**src/tbc_pkg.sv**
```systemverilog
// Shared constants for the 16-bit timer byte-access core
package tbc_pkg;
  // APB byte addresses, one aligned word per byte-wide register
  localparam logic [7:0] ADDR_CNT_LO   = 8'h00;
  localparam logic [7:0] ADDR_CNT_HI   = 8'h04;
  localparam logic [7:0] ADDR_MA_LO    = 8'h08;
  localparam logic [7:0] ADDR_MA_HI    = 8'h0c;
  localparam logic [7:0] ADDR_MB_LO    = 8'h10;
  localparam logic [7:0] ADDR_MB_HI    = 8'h14;
  localparam logic [7:0] ADDR_SNAP_LO  = 8'h18;
  localparam logic [7:0] ADDR_SNAP_HI  = 8'h1c;
  localparam logic [7:0] ADDR_CTRL_A   = 8'h20;
  localparam logic [7:0] ADDR_CTRL_B   = 8'h24;
  localparam logic [7:0] ADDR_FLAG     = 8'h28;
  localparam logic [7:0] ADDR_MASK     = 8'h2c;
  localparam int         NUM_REGS      = 12;
  // Control B fields
  localparam int CS_LSB   = 0;
  localparam int WGM_B_LSB = 3;
  localparam int EDGE_BIT = 6;
  localparam int NC_BIT   = 7;
  // Control A fields
  localparam int WGM_A_LSB = 0;
  localparam int ACIC_BIT  = 2;
  // Clock select codes
  localparam logic [2:0] CS_STOP    = 3'h0;
  localparam logic [2:0] CS_DIV1    = 3'h1;
  localparam logic [2:0] CS_DIV8    = 3'h2;
  localparam logic [2:0] CS_DIV64   = 3'h3;
  localparam logic [2:0] CS_DIV256  = 3'h4;
  localparam logic [2:0] CS_DIV1024 = 3'h5;
  localparam logic [2:0] CS_EXT_NEG = 3'h6;
  localparam logic [2:0] CS_EXT_POS = 3'h7;
  // Prescaler tap bits (period = 2^(bit+1))
  localparam int TAP8 = 2;
  localparam int TAP64 = 5;
  localparam int TAP256 = 7;
  localparam int TAP1024 = 9;
  // Flag / mask bit positions
  localparam int F_OVF  = 0;
  localparam int F_MA   = 1;
  localparam int F_MB   = 2;
  localparam int F_SNAP = 5;
  localparam logic [7:0] FLAG_USED = 8'h27;
  // Counter landmarks
  localparam logic [15:0] CNT_MAX   = 16'hffff;
  localparam logic [15:0] CNT_FLOOR = 16'h0000;
  localparam logic [15:0] TOP_8BIT  = 16'h00ff;
  localparam logic [15:0] TOP_9BIT  = 16'h01ff;
  localparam logic [15:0] TOP_10BIT = 16'h03ff;
  // Waveform mode codes (4 bits)
  localparam logic [3:0] WGM_NORMAL = 4'h0;
  localparam logic [3:0] WGM_P8     = 4'h1;
  localparam logic [3:0] WGM_P9     = 4'h2;
  localparam logic [3:0] WGM_P10    = 4'h3;
  localparam logic [3:0] WGM_CTC_A  = 4'h4;
  localparam logic [3:0] WGM_F8     = 4'h5;
  localparam logic [3:0] WGM_F9     = 4'h6;
  localparam logic [3:0] WGM_F10    = 4'h7;
  localparam logic [3:0] WGM_PF_S   = 4'h8;
  localparam logic [3:0] WGM_PF_A   = 4'h9;
  localparam logic [3:0] WGM_PC_S   = 4'ha;
  localparam logic [3:0] WGM_PC_A   = 4'hb;
  localparam logic [3:0] WGM_CTC_S  = 4'hc;
  localparam logic [3:0] WGM_FP_S   = 4'he;
  localparam logic [3:0] WGM_FP_A   = 4'hf;
  localparam int NC_SAMPLES = 4;
endpackage : tbc_pkg

```
**src/tbc_core.sv**
```systemverilog
// 16-bit timer core with shared high-byte holding register on APB
//
// Chosen here: the APB register port and the address map.
`timescale 1ns/1ps
`default_nettype none
module tbc_core
  import tbc_pkg::*;
(
  input  wire logic        pclk,
  input  wire logic        presetn,
  input  wire logic        psel,
  input  wire logic        penable,
  input  wire logic        pwrite,
  input  wire logic [7:0]  paddr,
  input  wire logic [31:0] pwdata,
  output logic [31:0]      prdata,
  output logic             pready,
  output logic             pslverr,
  input  wire logic        external_count_pin,
  input  wire logic        snapshot_input_pin,
  input  wire logic        comparator_out,
  output logic             irq_ovf,
  output logic             irq_match_a,
  output logic             irq_match_b,
  output logic             irq_snapshot,
  output logic             match_hit_a,
  output logic             match_hit_b,
  output logic             pwm_out_a_enable
);
  typedef struct packed {
    logic [15:0] tick_count_value;
    logic [15:0] match_value_a;
    logic [15:0] match_value_b;
    logic [15:0] match_buf_a;
    logic [15:0] match_buf_b;
    logic [15:0] snapshot_value;
    logic [7:0]  hold_hi;
    logic [7:0]  ctrl_a;
    logic [7:0]  ctrl_b;
    logic [7:0]  timer_flag_reg;
    logic [7:0]  timer_mask_reg;
    logic        count_down;
    logic [9:0]  prescale;
    logic        tap_prev;
    logic        ext_prev;
    logic        cap_prev;
    logic [3:0]  nc_hist;
    logic        nc_out;
    logic [31:0] rdata;
    logic        ready;
    logic        slverr;
    logic [3:0]  irq;
    logic        hit_a;
    logic        hit_b;
    logic        pwm_a_en;
  } tbc_core_s;

  tbc_core_s r;
  tbc_core_s next_r;
  logic      ext_sync;
  logic      cap_sync;
  logic      acmp_sync;

  // External tick and capture sources cross from pins
  tbc_sync u_sync_ext (
    .pclk    (pclk),
    .presetn (presetn),
    .din     (external_count_pin),
    .dout    (ext_sync)
  );
  tbc_sync u_sync_cap (
    .pclk    (pclk),
    .presetn (presetn),
    .din     (snapshot_input_pin),
    .dout    (cap_sync)
  );
  tbc_sync u_sync_acmp (
    .pclk    (pclk),
    .presetn (presetn),
    .din     (comparator_out),
    .dout    (acmp_sync)
  );

  always_comb begin
    logic        setup;
    logic        wr;
    logic        rd;
    logic [7:0]  wb;
    logic [2:0]  cs;
    logic [3:0]  wgm;
    logic        tap;
    logic        timer_tick;
    logic [15:0] top;
    logic        at_top;
    logic        at_floor;
    logic        at_max;
    logic        pwm;
    logic        dual;
    logic        top_a;
    logic        top_snap;
    logic        cap_src;
    logic        cap_edge;
    logic [7:0]  fset;
    logic [7:0]  fclr;
    logic [15:0] cnt_next;
    setup      = 1'b0;
    wr         = 1'b0;
    rd         = 1'b0;
    wb         = 8'h00;
    cs         = 3'h0;
    wgm        = 4'h0;
    tap        = 1'b0;
    timer_tick = 1'b0;
    top        = CNT_MAX;
    at_top     = 1'b0;
    at_floor   = 1'b0;
    at_max     = 1'b0;
    pwm        = 1'b0;
    dual       = 1'b0;
    top_a      = 1'b0;
    top_snap   = 1'b0;
    cap_src    = 1'b0;
    cap_edge   = 1'b0;
    fset       = 8'h00;
    fclr       = 8'h00;
    cnt_next   = r.tick_count_value;
    next_r     = r;

    // APB: answer in the cycle after setup, zero wait state
    setup        = psel && !penable;
    next_r.ready = setup;
    wr           = psel && penable && r.ready && pwrite;
    rd           = setup && !pwrite;
    wb           = pwdata[7:0];
    cs  = r.ctrl_b[CS_LSB +: 3];
    wgm = {r.ctrl_b[WGM_B_LSB +: 2], r.ctrl_a[WGM_A_LSB +: 2]};

    // Free-running prescaler; tick on rising tap edge
    next_r.prescale = r.prescale + 10'h001;
    case (cs)
      CS_DIV8:    tap = r.prescale[TAP8];
      CS_DIV64:   tap = r.prescale[TAP64];
      CS_DIV256:  tap = r.prescale[TAP256];
      CS_DIV1024: tap = r.prescale[TAP1024];
      default:    tap = 1'b0;
    endcase
    next_r.tap_prev = tap;
    next_r.ext_prev = ext_sync;
    case (cs)
      CS_STOP:    timer_tick = 1'b0;
      CS_DIV1:    timer_tick = 1'b1;
      CS_EXT_NEG: timer_tick = r.ext_prev && !ext_sync;
      CS_EXT_POS: timer_tick = !r.ext_prev && ext_sync;
      default:    timer_tick = tap && !r.tap_prev;
    endcase

    // Mode decode for top value
    case (wgm)
      WGM_P8, WGM_F8:                       top = TOP_8BIT;
      WGM_P9, WGM_F9:                       top = TOP_9BIT;
      WGM_P10, WGM_F10:                     top = TOP_10BIT;
      WGM_CTC_A, WGM_PF_A, WGM_PC_A, WGM_FP_A: top = r.match_value_a;
      WGM_PF_S, WGM_PC_S, WGM_CTC_S, WGM_FP_S: top = r.snapshot_value;
      default:                              top = CNT_MAX;
    endcase
    top_a    = (wgm == WGM_CTC_A) || (wgm == WGM_PF_A) ||
               (wgm == WGM_PC_A) || (wgm == WGM_FP_A);
    top_snap = (wgm == WGM_PF_S) || (wgm == WGM_PC_S) ||
               (wgm == WGM_CTC_S) || (wgm == WGM_FP_S);
    pwm      = (wgm != WGM_NORMAL) && (wgm != WGM_CTC_A) &&
               (wgm != WGM_CTC_S);
    dual     = (wgm == WGM_P8) || (wgm == WGM_P9) || (wgm == WGM_P10) ||
               (wgm == WGM_PF_S) || (wgm == WGM_PF_A) ||
               (wgm == WGM_PC_S) || (wgm == WGM_PC_A);
    at_max   = r.tick_count_value == CNT_MAX;
    at_floor = r.tick_count_value == CNT_FLOOR;
    at_top   = r.tick_count_value == top;

    // Counter sequence
    if (timer_tick) begin
      if (dual) begin
        if (!r.count_down && at_top) begin
          next_r.count_down = 1'b1;
          cnt_next = r.tick_count_value - 16'h0001;
        end else if (r.count_down && at_floor) begin
          next_r.count_down = 1'b0;
          cnt_next = r.tick_count_value + 16'h0001;
          fset[F_OVF] = 1'b1;
        end else if (r.count_down) begin
          cnt_next = r.tick_count_value - 16'h0001;
        end else begin
          cnt_next = r.tick_count_value + 16'h0001;
        end
      end else if (at_top) begin
        cnt_next = CNT_FLOOR;
        fset[F_OVF] = at_max || pwm;
      end else begin
        cnt_next = r.tick_count_value + 16'h0001;
      end
    end else begin
      cnt_next = r.tick_count_value;
    end
    next_r.tick_count_value = cnt_next;

    // Continuous compare, results feed waveform logic
    next_r.hit_a = r.tick_count_value == r.match_value_a;
    next_r.hit_b = r.tick_count_value == r.match_value_b;
    if (timer_tick && next_r.hit_a) begin
      fset[F_MA] = 1'b1;
    end
    if (timer_tick && next_r.hit_b) begin
      fset[F_MB] = 1'b1;
    end
    next_r.pwm_a_en = pwm && !top_a;

    // Double buffers load at top (PWM) or at once otherwise
    if (!pwm || (timer_tick && at_top)) begin
      next_r.match_value_a = r.match_buf_a;
      next_r.match_value_b = r.match_buf_b;
    end

    // Capture path with optional four-sample filter
    cap_src = r.ctrl_a[ACIC_BIT] ? acmp_sync : cap_sync;
    next_r.nc_hist = {r.nc_hist[NC_SAMPLES-2:0], cap_src};
    if (!r.ctrl_b[NC_BIT]) begin
      next_r.nc_out = cap_src;
    end else if (&r.nc_hist) begin
      next_r.nc_out = 1'b1;
    end else if (~|r.nc_hist) begin
      next_r.nc_out = 1'b0;
    end
    next_r.cap_prev = r.nc_out;
    cap_edge = r.ctrl_b[EDGE_BIT] ? (r.nc_out && !r.cap_prev)
                                  : (!r.nc_out && r.cap_prev);
    if (cap_edge && !top_snap) begin
      next_r.snapshot_value = r.tick_count_value;
      fset[F_SNAP] = 1'b1;
    end

    // Register writes
    if (wr) begin
      case (paddr)
        ADDR_CNT_HI, ADDR_MA_HI, ADDR_MB_HI, ADDR_SNAP_HI:
          next_r.hold_hi = wb;
        ADDR_CNT_LO:
          next_r.tick_count_value = {r.hold_hi, wb};
        ADDR_MA_LO:  next_r.match_buf_a = {r.hold_hi, wb};
        ADDR_MB_LO:  next_r.match_buf_b = {r.hold_hi, wb};
        ADDR_SNAP_LO: begin
          if (top_snap) begin
            next_r.snapshot_value = {r.hold_hi, wb};
          end
        end
        ADDR_CTRL_A: next_r.ctrl_a = wb;
        ADDR_CTRL_B: next_r.ctrl_b = wb;
        ADDR_FLAG:   fclr = wb & FLAG_USED;
        ADDR_MASK:   next_r.timer_mask_reg = wb & FLAG_USED;
        default:     next_r.hold_hi = r.hold_hi;
      endcase
    end
    // A new event in the clearing cycle is kept
    next_r.timer_flag_reg = (r.timer_flag_reg & ~fclr) | fset;

    // Reads answered in the access phase from a registered word
    next_r.slverr = 1'b0;
    if (setup) begin
      next_r.rdata = 32'h0000_0000;
      case (paddr)
        ADDR_CNT_LO: begin
          next_r.rdata[7:0] = r.tick_count_value[7:0];
          if (rd) begin
            next_r.hold_hi = r.tick_count_value[15:8];
          end
        end
        ADDR_SNAP_LO: begin
          next_r.rdata[7:0] = r.snapshot_value[7:0];
          if (rd) begin
            next_r.hold_hi = r.snapshot_value[15:8];
          end
        end
        ADDR_CNT_HI, ADDR_SNAP_HI:
          next_r.rdata[7:0] = r.hold_hi;
        ADDR_MA_LO:  next_r.rdata[7:0] = r.match_buf_a[7:0];
        ADDR_MA_HI:  next_r.rdata[7:0] = r.match_buf_a[15:8];
        ADDR_MB_LO:  next_r.rdata[7:0] = r.match_buf_b[7:0];
        ADDR_MB_HI:  next_r.rdata[7:0] = r.match_buf_b[15:8];
        ADDR_CTRL_A: next_r.rdata[7:0] = r.ctrl_a;
        ADDR_CTRL_B: next_r.rdata[7:0] = r.ctrl_b;
        ADDR_FLAG:   next_r.rdata[7:0] = r.timer_flag_reg;
        ADDR_MASK:   next_r.rdata[7:0] = r.timer_mask_reg;
        default:     next_r.slverr = 1'b1;
      endcase
    end
    // Requests gated by their own mask bits
    next_r.irq = {next_r.timer_flag_reg[F_SNAP], next_r.timer_flag_reg[F_MB],
                  next_r.timer_flag_reg[F_MA], next_r.timer_flag_reg[F_OVF]} &
                 {next_r.timer_mask_reg[F_SNAP], next_r.timer_mask_reg[F_MB],
                  next_r.timer_mask_reg[F_MA],
                  next_r.timer_mask_reg[F_OVF]};
  end

  always_ff @(posedge pclk or negedge presetn) begin
    if (!presetn) begin
      r <= '0;
    end else begin
      r <= next_r;
    end
  end

  assign prdata           = r.rdata;
  assign pready           = r.ready;
  assign pslverr          = r.slverr;
  assign irq_ovf          = r.irq[0];
  assign irq_match_a      = r.irq[1];
  assign irq_match_b      = r.irq[2];
  assign irq_snapshot     = r.irq[3];
  assign match_hit_a      = r.hit_a;
  assign match_hit_b      = r.hit_b;
  assign pwm_out_a_enable = r.pwm_a_en;
endmodule : tbc_core
`default_nettype wire

```
**src/tbc_sync.sv**
```systemverilog
// Three-stage pin synchroniser with agreement detect
`timescale 1ns/1ps
`default_nettype none
module tbc_sync
  import tbc_pkg::*;
(
  input  wire logic pclk,
  input  wire logic presetn,
  input  wire logic din,
  output logic      dout
);
  typedef struct packed {
    logic s1;
    logic s2;
    logic s3;
    logic q;
  } tbc_sync_s;
  tbc_sync_s r;
  tbc_sync_s next_r;

  always_comb begin
    next_r    = r;
    next_r.s1 = din;
    next_r.s2 = r.s1;
    next_r.s3 = r.s2;
    // Only the second and third stages are compared
    if (r.s2 == r.s3) begin
      next_r.q = r.s3;
    end
  end

  always_ff @(posedge pclk or negedge presetn) begin
    if (!presetn) begin
      r <= '0;
    end else begin
      r <= next_r;
    end
  end

  assign dout = r.q;
endmodule : tbc_sync
`default_nettype wire

```
**config.mk**
```make
export PLATFORM = sky130hd
export DESIGN_NAME = tbc_core
export DESIGN_NICKNAME = d
export VERILOG_FILES = /design/src/tbc_pkg.sv /design/src/tbc_core.sv /design/src/tbc_sync.sv
export SDC_FILE = /design/constraint.sdc
export NUM_CORES = 1
export LEC_CHECK = 0
export ABC_AREA = 1
export BUFFER_PORTS_ARGS = -buffer_cell sky130_fd_sc_hd__buf_2
export CAP_MARGIN = 10
export CORE_ASPECT_RATIO = 0.6
export CORE_MARGIN = 2
export CORE_UTILIZATION = 56
export CTS_BUF_LIST = sky130_fd_sc_hd__clkbuf_8
export DETAILED_ROUTE_END_ITERATION = 16
export PLACE_DENSITY = 0.8
export SETUP_SLACK_MARGIN = 0.5
export SYNTH_ARGS = -nofsm -noshare
export SYNTH_HDL_FRONTEND = slang
export SYNTH_SLANG_ARGS = --single-unit
```
**constraint.sdc**
```tcl
create_clock -name pclk -period 2.3 [get_ports pclk]
set_input_delay 0.46 -clock pclk [delete_from_list [all_inputs] [get_ports pclk]]
set_output_delay 0.46 -clock pclk [all_outputs]
set_load 0.02 [all_outputs]
```
==> flow_summary.ini, run 1 <==
[run_status]
outcome = complete, but fails checks
violations = negative setup slack

[worst_setup_path]
r2r-end = r[186]
cp_top_family = simple AND/OR/NAND/NOR gates
crit_end = r[186]
startpoint = r[85]
crit_chain = nor2_4, nand2_2, nand2_4, inv_8, nand2_8, nand3_2, nand2_1, nand2_2, buf_4, nor2_1, nand2_1, nor2_4, buf_6, nand4_1, nand3_1, nand2_2, nand2_1, a21oi_1
worst-path-buf-inv = 3
r2r_cells = 18
cp_num_cells = 18
crit_required_ns = 2.67
worstSetupStartpointType = flip-flop
cp_data_arrival_time_ns = 2.93
crit_type = flip-flop to flip-flop
crit_path_max_incr_delay_ns = 0.46
reg2reg_from = r[85]
cp_max_fo = 8
slowest_stage = dfrtp_2
r2r_slack_ns = -0.26
worstSetupEndpointType = flip-flop

[synth]
ys_types = 48
synthesis.area_sq_mm = 0.00979
ys.flop_type = dfrtp_1
ys_ff_latch = 176
synthArstFlopShare_pct = 100
yosysSeqAreaShare_pct = 45.0
synth_cells = 1262
syn_area_per_cell_sq_um = 7.76
synth_edf_count = 0
ys_warn_count = 0

[power_and_ir_drop]
p_seq_share_pct = 40.5
p_leak_nw = 5.93
p_switching_w = 0.00328
clkPwrFrac_pct = 24.9
combinationalPowerShare_pct = 34.6
ir_worst_vdd_v = 0.000447
switching_share_pct = 37.8
power_density_mw_per_mm2 = 691
intPower_w = 0.00540

[place]
place_congestion = 1.01
dp_cells = 1615
portBuffers = 40
dpl.hpwl_mm = 25.1
post-place-ws_ns = -0.307

[finish]
ff_latch_area_sq_mm = 0.00441
nets = 1491
fin_cells = 1688
final_common_cell = nand2_1
multi_input_area_sq_mm = 0.00511
fillers = 1320
drive_gt1_share_pct = 27.3
area_growth_pct = 28.2
final_cell_mix = nand2_1 (251), dfrtp_1 (172), buf_4 (140)

[die]
row_count = 37
fp.dieW_microns = 175
die_y_microns = 106
io_pins = 89
dieArea_sq_mm = 0.0186
start_util_pct = 57.2
core_area_sq_mm = 0.0171

[timing]
fin_crit_ns = 2.56
fmax_ghz = 0.390
maxSlewViolCount = 0
maxSlewHeadroom_pct = 57.9
final_hold_viol_count = 0
setup_slack_ns = -0.262
tightestPinTransition_ns = 0.630
clock_skew_ns = 0.00990
post-route-period-util_pct = 111
setup_viol = 51
rsz0062_at_grt = yes
hold_ws_ns = 0.0755

[global_route]
grt_max_degree = 60
groute.usage.overall_pct = 37.5
grt_pass1_wl_mm = 52.1
grt_pass1_vias = 9183
grt_overflow = 0
antenna_found_initial = 0

[clock_tree]
cts_buffers = 17
clk_latency_ns = 0.48
clockBufferDepth = 2
cts_root_buffer = clkbuf_8
clk_pin_slew_worst_paths_ns = 0.10
cts_tree = done
htreeDepth = 4
cts_sinks = 176

[routing]
drc = 0
drt_first_pass_iters = 6
wirelength_mm = 35.5
ant_nets = 0
viasPerCell = 6.01
wire_per_inst_microns = 21.0
drt_iter0_markers = 1505
vias = 10200

[hold_path]
hold_class = input pin to flip-flop

[job]
max-cap-violations = 0
==> power groups by stage <==
| stage | Clock (W) | Combinational [W] | Sequential (W) |
|---|---|---|---|
| finish | 0.00216 | 0.00300 | 0.00351 |
| global route | 0.00230 | 0.00321 | 0.00353 |
| CTS | 0.00218 | 0.00267 | 0.00349 |
| detailed placement | 0 | 0.00246 | 0.00355 |
| global placement | 0 | 0.00241 | 0.00354 |
| floorplan | 0 | 0.00150 | 0.00343 |
==> state kept, by name (all words and copies together), names as in the netlist <==
name                count
irq_match_b             1
r                     143
next_r                  4
u_sync_cap.dout         1
pready                  1
irq_snapshot            1
prdata                  8
irq_match_a             1
match_hit_a             1
pwm_out_a_enable        1
u_sync_cap.next_r       2
pslverr                 1
match_hit_b             1
u_sync_cap.r            1
u_sync_acmp.next_r      2
u_sync_acmp.dout        1
u_sync_ext.next_r       2
irq_ovf                 1
u_sync_ext.r            1
u_sync_acmp.r           1
u_sync_ext.dout         1
==> cell usage after synthesis (4+ instances only) <==
cell type	number	area (sq um)
a21oi_1	69	345
a221oi_1	14	123
and2_1	4	25.0
buf_2	6	30.0
buf_4	36	270
buf_6	4	45.0
clkbuf_1	38	143
clkinv_1	5	18.8
dfrtp_1	176	4400
inv_1	139	522
mux2_2	4	45.0
nand2_1	283	1060
nand3_1	76	380
nand4_1	28	175
nor2_1	104	390
nor2_2	8	50.1
nor3_1	15	75.1
nor4_1	8	50.1
o211ai_1	18	135
o21ai_0	109	546
o22ai_1	20	125
xnor2_1	18	158
xor2_1	32	280
==> layer usage <==
metal	track usage, %	part of all wire [%]	up-vias
met3	15.9	16	121
li1	-	-	4477
met1	54.1	42	4834
met4	10.9	2.8	2
met2	50.4	39	719
met5	4.17	0.20	-
==> area by class of cell <==
| cell class | instances | share of cell area [%] |
|---|---|---|
| multi-input combinational | 883 | 40.7 |
| sequential | 176 | 35.1 |
| timing repair buffer | 215 | 14.3 |
| inverter | 147 | 4.52 |
| tap | 234 | 2.33 |
| clock buffer | 17 | 1.86 |
| clock inverter | 15 | 1.23 |
| antenna | 1 | 0.0199 |
==> repair_timing <==
action / 4_1_cts / 5_1_grt
gates resized for setup: 90 / 103
setup buffers: 16 / 11
endpoints found under the hold margin: 38 / 0
pin swaps: 41 / 42
hold buffers: 1 / 0
endpoints found under the setup margin: 60 / 120
cloned: 6 / 6
==> stage by stage <==
step                      cell area (sq um)  power (W)  utilization [%]  setup TNS (ns)
after global routing                  12600    0.00904             73.3          -12.10
final                                 12600    0.00867             73.3           -7.55
after global placement                11000    0.00595             64.5           -7.98
after floorplan                        9950    0.00493                -         -0.0314
after detailed placement              11000    0.00600             64.5          -10.92
after CTS                             12000    0.00833             70.2           -2.88
==> how the worst min path moves through the flow <==
stage,start,to,cells past startpoint
after detailed placement,u_sync_acmp.next_r[2],u_sync_acmp.next_r[1],0
after CTS,comparator_out,u_sync_acmp.next_r[2],1
after global placement,u_sync_cap.next_r[2],u_sync_cap.next_r[1],0
after global routing,snapshot_input_pin,u_sync_cap.next_r[2],1
final,comparator_out,u_sync_acmp.next_r[2],1
after floorplan,presetn,irq_match_a,0
==> kinds of logic after synthesis <==
| logic type | after synthesis | share of synthesized area, % |
|---|---|---|
| simple gates | 540 | 23.7 |
| compound gates | 252 | 14.8 |
| buf+inv | 231 | 10.6 |
| flops | 176 | 45.0 |
| xor+xnor | 50 | 4.47 |
| fa+ha+maj | 6 | 0.690 |
| mux | 6 | 0.690 |
| other cells | 1 | 0.0383 |
Note: power is estimated with default switching activity, not from simulation.
==> run 2: changes to the inputs <==
Settings changed: REMOVE_ABC_BUFFERS from default to 1.
==> flow_summary.ini, run 2 (synthesis gave the netlist of run 1 again) <==
[finish]
largest_register_ffs = 143
area_growth_pct = 24.9
ff_latch_area_sq_mm = 0.00441
nets = 1469
drive_gt1_share_pct = 24.0
multi_input_area_sq_mm = 0.00490
final_cell_mix = nand2_1 (257), dfrtp_1 (170), inv_1 (134)
regMostFlops = r
fin_cells = 1665
num_antenna_cells = 0
final_common_cell = nand2_1
fillers = 1296

[routing]
drc = 0
wirelength_mm = 34.7
ant_nets = 0
wire_per_inst_microns = 20.8
viasPerCell = 6.08
drt_iter0_markers = 1694
vias = 10100
drt_first_pass_iters = 6

[die]
dieArea_sq_mm = 0.0186
core_area_sq_mm = 0.0171
die_y_microns = 106
fp.dieW_microns = 175
io_pins = 89
row_count = 37
start_util_pct = 57.2

[worst_setup_path]
r2r_slack_ns = -0.35
crit_type = flip-flop to flip-flop
r2r_cells = 13
cp_data_arrival_time_ns = 3.05
r2r-end = irq_ovf
cp_max_fo = 5
worstSetupEndpointType = flip-flop
crit_required_ns = 2.71
reg2reg_from = r[84]
worstSetupStartpointType = flip-flop

[timing]
maxSlewViolCount = 0
fmax_ghz = 0.378
tightestPinTransition_ns = 0.557
post-route-period-util_pct = 115
clock_skew_ns = 0.0218
rsz0062_at_grt = yes
maxSlewHeadroom_pct = 62.9
final_hold_viol_count = 0
fin_crit_ns = 2.65
setup_slack_ns = -0.347
setup_viol = 51

[clock_tree]
clockBufferDepth = 2
htreeDepth = 4
cts_buffers = 17
cts_sinks = 176
cts_tree = done
clk_latency_ns = 0.49
cts_root_buffer = clkbuf_8
clk_pin_slew_worst_paths_ns = 0.10

[global_route]
grt_pass1_wl_mm = 52.6
antenna_found_initial = 0
grt_pass1_vias = 9313
groute.usage.overall_pct = 37.5
grt_max_degree = 57
grt_overflow = 0

[place]
post-place-ws_ns = -0.297
portBuffers = 40
dpl.hpwl_mm = 24.5
dp_cells = 1606
place_congestion = 0.980

[power_and_ir_drop]
p_leak_nw = 5.82
power_density_mw_per_mm2 = 726
ir_worst_vdd_v = 0.000424

[hold_path]
hold_class = input pin to flip-flop
min_path_cells = 1
min_from = external_count_pin
holdPathEnd = u_sync_ext.next_r[2]

[run_status]
outcome = complete, but fails checks
violations = negative setup slack

[job]
max-cap-violations = 0
[run 2: cell types whose count changed in the layout (fill, tap and decap cells not counted), sizes merged]
| cell | before | now |
|---|---|---|
| buf | 210 | 194 |
| clkbuf | 21 | 17 |
| clkinv | 11 | 7 |
| inv | 148 | 152 |
| bufinv | 1 | 3 |
| clkinvlp | 2 | 0 |
| nand2 | 292 | 290 |
| diode | 1 | 0 |
[run 2: layer usage]
layer	GRT usage, %	wire [microns]
met1	55.2	14200
met2	50.3	13700
met3	15.3	5760
met4	11.0	995
met5	0	48
[run 2: layout make-up]
cell class	instances	area share (%)
multi-input combinational	881	40.1
sequential	176	36.1
timing repair buffer	195	13.2
inverter	147	4.57
tap	234	2.39
clock buffer	17	1.91
clock inverter	15	1.74
[run 2: through the flow]
step	instance area (sq um)	hold slack [ns]	util, %	TNS, ns	power [W]
floorplan	9390	0.164	-	-21.06	0.00484
global placement	10900	0.335	63.8	-8.28	0.00590
detailed placement	10900	0.338	63.8	-10.64	0.00595
CTS	11900	0.0593	69.5	-1.80	0.00857
global route	12200	0.0567	71.4	-16.28	0.00925
finish	12200	0.0797	71.4	-12.50	0.00888
[run 2: worst max-delay path by stage]
stage / startpoint / end / slack [ns] / cells past startpoint
after floorplan: r[80] / r[150] / -0.48 / 13
after global placement: r[84] / irq_ovf / -0.24 / 14
after detailed placement: r[84] / r[188] / -0.30 / 18
after CTS: r[85] / r[188] / -0.09 / 18
after global routing: r[85] / r[150] / -0.39 / 15
final: r[84] / irq_ovf / -0.35 / 13
[run 2: where the power goes]
group / internal (W) / total (W) / switching, W
clock: 0.00114 / 0.00245 / 0.00132
combinational: 0.00114 / 0.00289 / 0.00175
sequential: 0.00329 / 0.00353 / 0.000246
[run 2: repair_timing]
action,CTS,global route
hold buffers,1,0
endpoints found under the hold margin,52,0
gates cloned,5,1
buffers inserted,15,5
gates resized for setup,90,91
endpoints found under the setup margin,73,101
pin swaps,19,23
[run 2: critical path: stages, from the launching register on]
cell and delay, ns:
dfrtp_2 0.46, buf_4 0.16, nor2_4 0.15, buf_8 0.16
buf_4 0.16, a21oi_2 0.08, nand4_1 0.12, nand2_2 0.09
nor2_2 0.15, nand2_2 0.09, nor2_4 0.20, nand3_4 0.19
or3_4 0.42, a21boi_2 0.15
==> run 3: changes to the inputs <==
Settings changed: CORE_UTILIZATION 56 to 60, HOLD_SLACK_MARGIN from default to 0.1, PLACE_DENSITY 0.8 to 0.81.
Clock period 2.3 ns to 2.46 ns, I/O delays scaled along.
==> flow_summary.ini, run 3 (synthesis gave the netlist of run 1 again) <==
[finish]
fin_cells = 1634
final_common_cell = nand2_1
nets = 1463
utilization_pct = 77.5
area_growth_pct = 27.3
regMostFlops = r
final_cell_mix = nand2_1 (246), dfrtp_1 (170), inv_1 (134)
fillers = 1052
largest_register_ffs = 143
num_antenna_cells = 0
drive_gt1_share_pct = 27.2

[worst_setup_path]
slowest_stage = dfrtp_1
crit_path_max_incr_delay_ns = 0.45
crit_required_ns = 2.88
critPathMostFrequentCell = nand2_1
crit_type = flip-flop to flip-flop
cp_max_fo = 8
worst-path-buf-inv = 4
cp_data_arrival_time_ns = 3.09
crit_chain = inv_2, nand2_1, nand2_2, nand2_4, buf_12, buf_16, nand2_1, nand3_2, nand2_1, nand2_1, nor2_1, nand2_1, nor2_2, buf_6, nand3_4, or3_4, a21boi_2
cp_top_family = simple AND/OR/NAND/NOR gates
worstSetupStartpointType = flip-flop
worstSetupEndpointType = flip-flop

[clock_tree]
clk_pin_slew_worst_paths_ns = 0.10
clk_latency_ns = 0.50
cts_buffers = 17
cts_sinks = 176
clockBufferDepth = 2
cts_tree = done
htreeDepth = 4
cts_root_buffer = clkbuf_8

[die]
dieArea_sq_mm = 0.0174
row_count = 36
die_y_microns = 103
fp.dieW_microns = 169
start_util_pct = 60.9
core_area_sq_mm = 0.0161
io_pins = 89

[timing]
tightestPinTransition_ns = 0.665
tns_ns = -6.84
post-route-period-util_pct = 108
setup_viol = 51
maxSlewViolCount = 0
final_hold_viol_count = 0
rsz0062_at_grt = yes
fin_crit_ns = 2.67
maxSlewHeadroom_pct = 55.6
setup_slack_ns = -0.208
fmax_ghz = 0.375
clock_skew_ns = 0.0189

[global_route]
grt_pass1_wl_mm = 51.5
antenna_found_initial = 0
grt_overflow = 0
grt_max_degree = 62
groute.usage.overall_pct = 39.9
grt_pass1_vias = 9212

[routing]
wirelength_mm = 35.4
drc = 0
vias = 10300
ant_nets = 0
drt_first_pass_iters = 6
wire_per_inst_microns = 21.7
viasPerCell = 6.28
drt_iter0_markers = 1746

[place]
place_congestion = 1.01
dp_cells = 1562
dpl.hpwl_mm = 23.5
portBuffers = 40

[power_and_ir_drop]
power_density_mw_per_mm2 = 644
p_switching_w = 0.00300
p_seq_share_pct = 41.1
switching_share_pct = 37.4
p_leak_nw = 5.81
ir_worst_vdd_v = 0.000506
clkPwrFrac_pct = 24.9
combinationalPowerShare_pct = 33.9
intPower_w = 0.00503

[run_status]
outcome = complete, but fails checks
violations = negative setup slack

[job]
max-cap-violations = 0

[hold_path]
hold_class = input pin to flip-flop
## run 3: cell count changes in the layout (fill, tap and decap cells not counted), moves of 9 or more
cell	previous run	this run
a21oi_2	16	28
nand2_1	257	246
buf_6	14	23
nand3_2	6	21
nand3_1	67	50
buf_4	124	101
o21ai_1	23	14
a21oi_1	52	39
## run 3: per-stage QoR
stage / worst slack (ns) / hold WS, ns / total power, W / instance area [sq um]
after floorplan: -0.319 / 0.196 / 0.00452 / 9390
after global placement: -0.112 / 0.332 / 0.00547 / 10700
after detailed placement: -0.187 / 0.337 / 0.00552 / 10700
after CTS: -0.0208 / 0.102 / 0.00772 / 12000
after global routing: -0.320 / 0.249 / 0.00835 / 12500
final: -0.208 / 0.256 / 0.00803 / 12500
## run 3: worst min-delay path, delay by kind of cell
kind / cells / cell delay [ns]
buffers and inverters: 2 / 0.16
AOI/OAI and AO/OA: 1 / 0.06
## run 3: area by class of cell
class	instances	area, sq um	share of cell area (%)
multi-input combinational	882	5180	41.5
timing repair buffer	188	1670	13.4
clock buffer	20	275	2.21
inverter	147	562	4.51
sequential	176	4410	35.4
tap	209	262	2.10
clock inverter	12	111	0.893
## run 3: final timing paths
kind                                            start                    end  slack, ns  cells past startpoint
worst max-delay path                            r[85]                irq_ovf      -0.21                     17
worst max register to register                  r[85]                irq_ovf      -0.21                     17
worst min-delay path                        pwdata[0]                 r[100]       0.26                      3
worst min register to register  u_sync_acmp.next_r[2]  u_sync_acmp.next_r[1]       0.35                      0
min in group asynchronous                     presetn                 r[122]       0.54                      2
max in group asynchronous                     presetn                  r[80]       1.25                      3
## run 3: layer usage
metal,vias to the layer above,GRT usage [%],wire [microns]
li1,4412,-,-
met1,4853,56.6,14100
met2,854,56.5,14200
met3,148,16.1,5760
met4,0,11.7,1330
met5,-,0,0
## run 3: repair_timing
item / CTS / global route
setup buffers: 19 / 4
hold buffers: 3 / 1
cloned: 10 / 3
resized for setup: 120 / 128
endpoints found under the setup margin: 56 / 88
pin swaps: 47 / 29
hold endpoints to repair: 58 / 1
## run 3: power groups by stage
stage	registers [W]	clock network (W)	logic, W
2_1_floorplan	0.00334	0	0.00118
3_3_place_gp	0.00332	0	0.00215
3_5_place_dp	0.00333	0	0.00219
4_1_cts	0.00327	0.00201	0.00244
5_1_grt	0.00332	0.00213	0.00290
6_report	0.00331	0.00200	0.00272
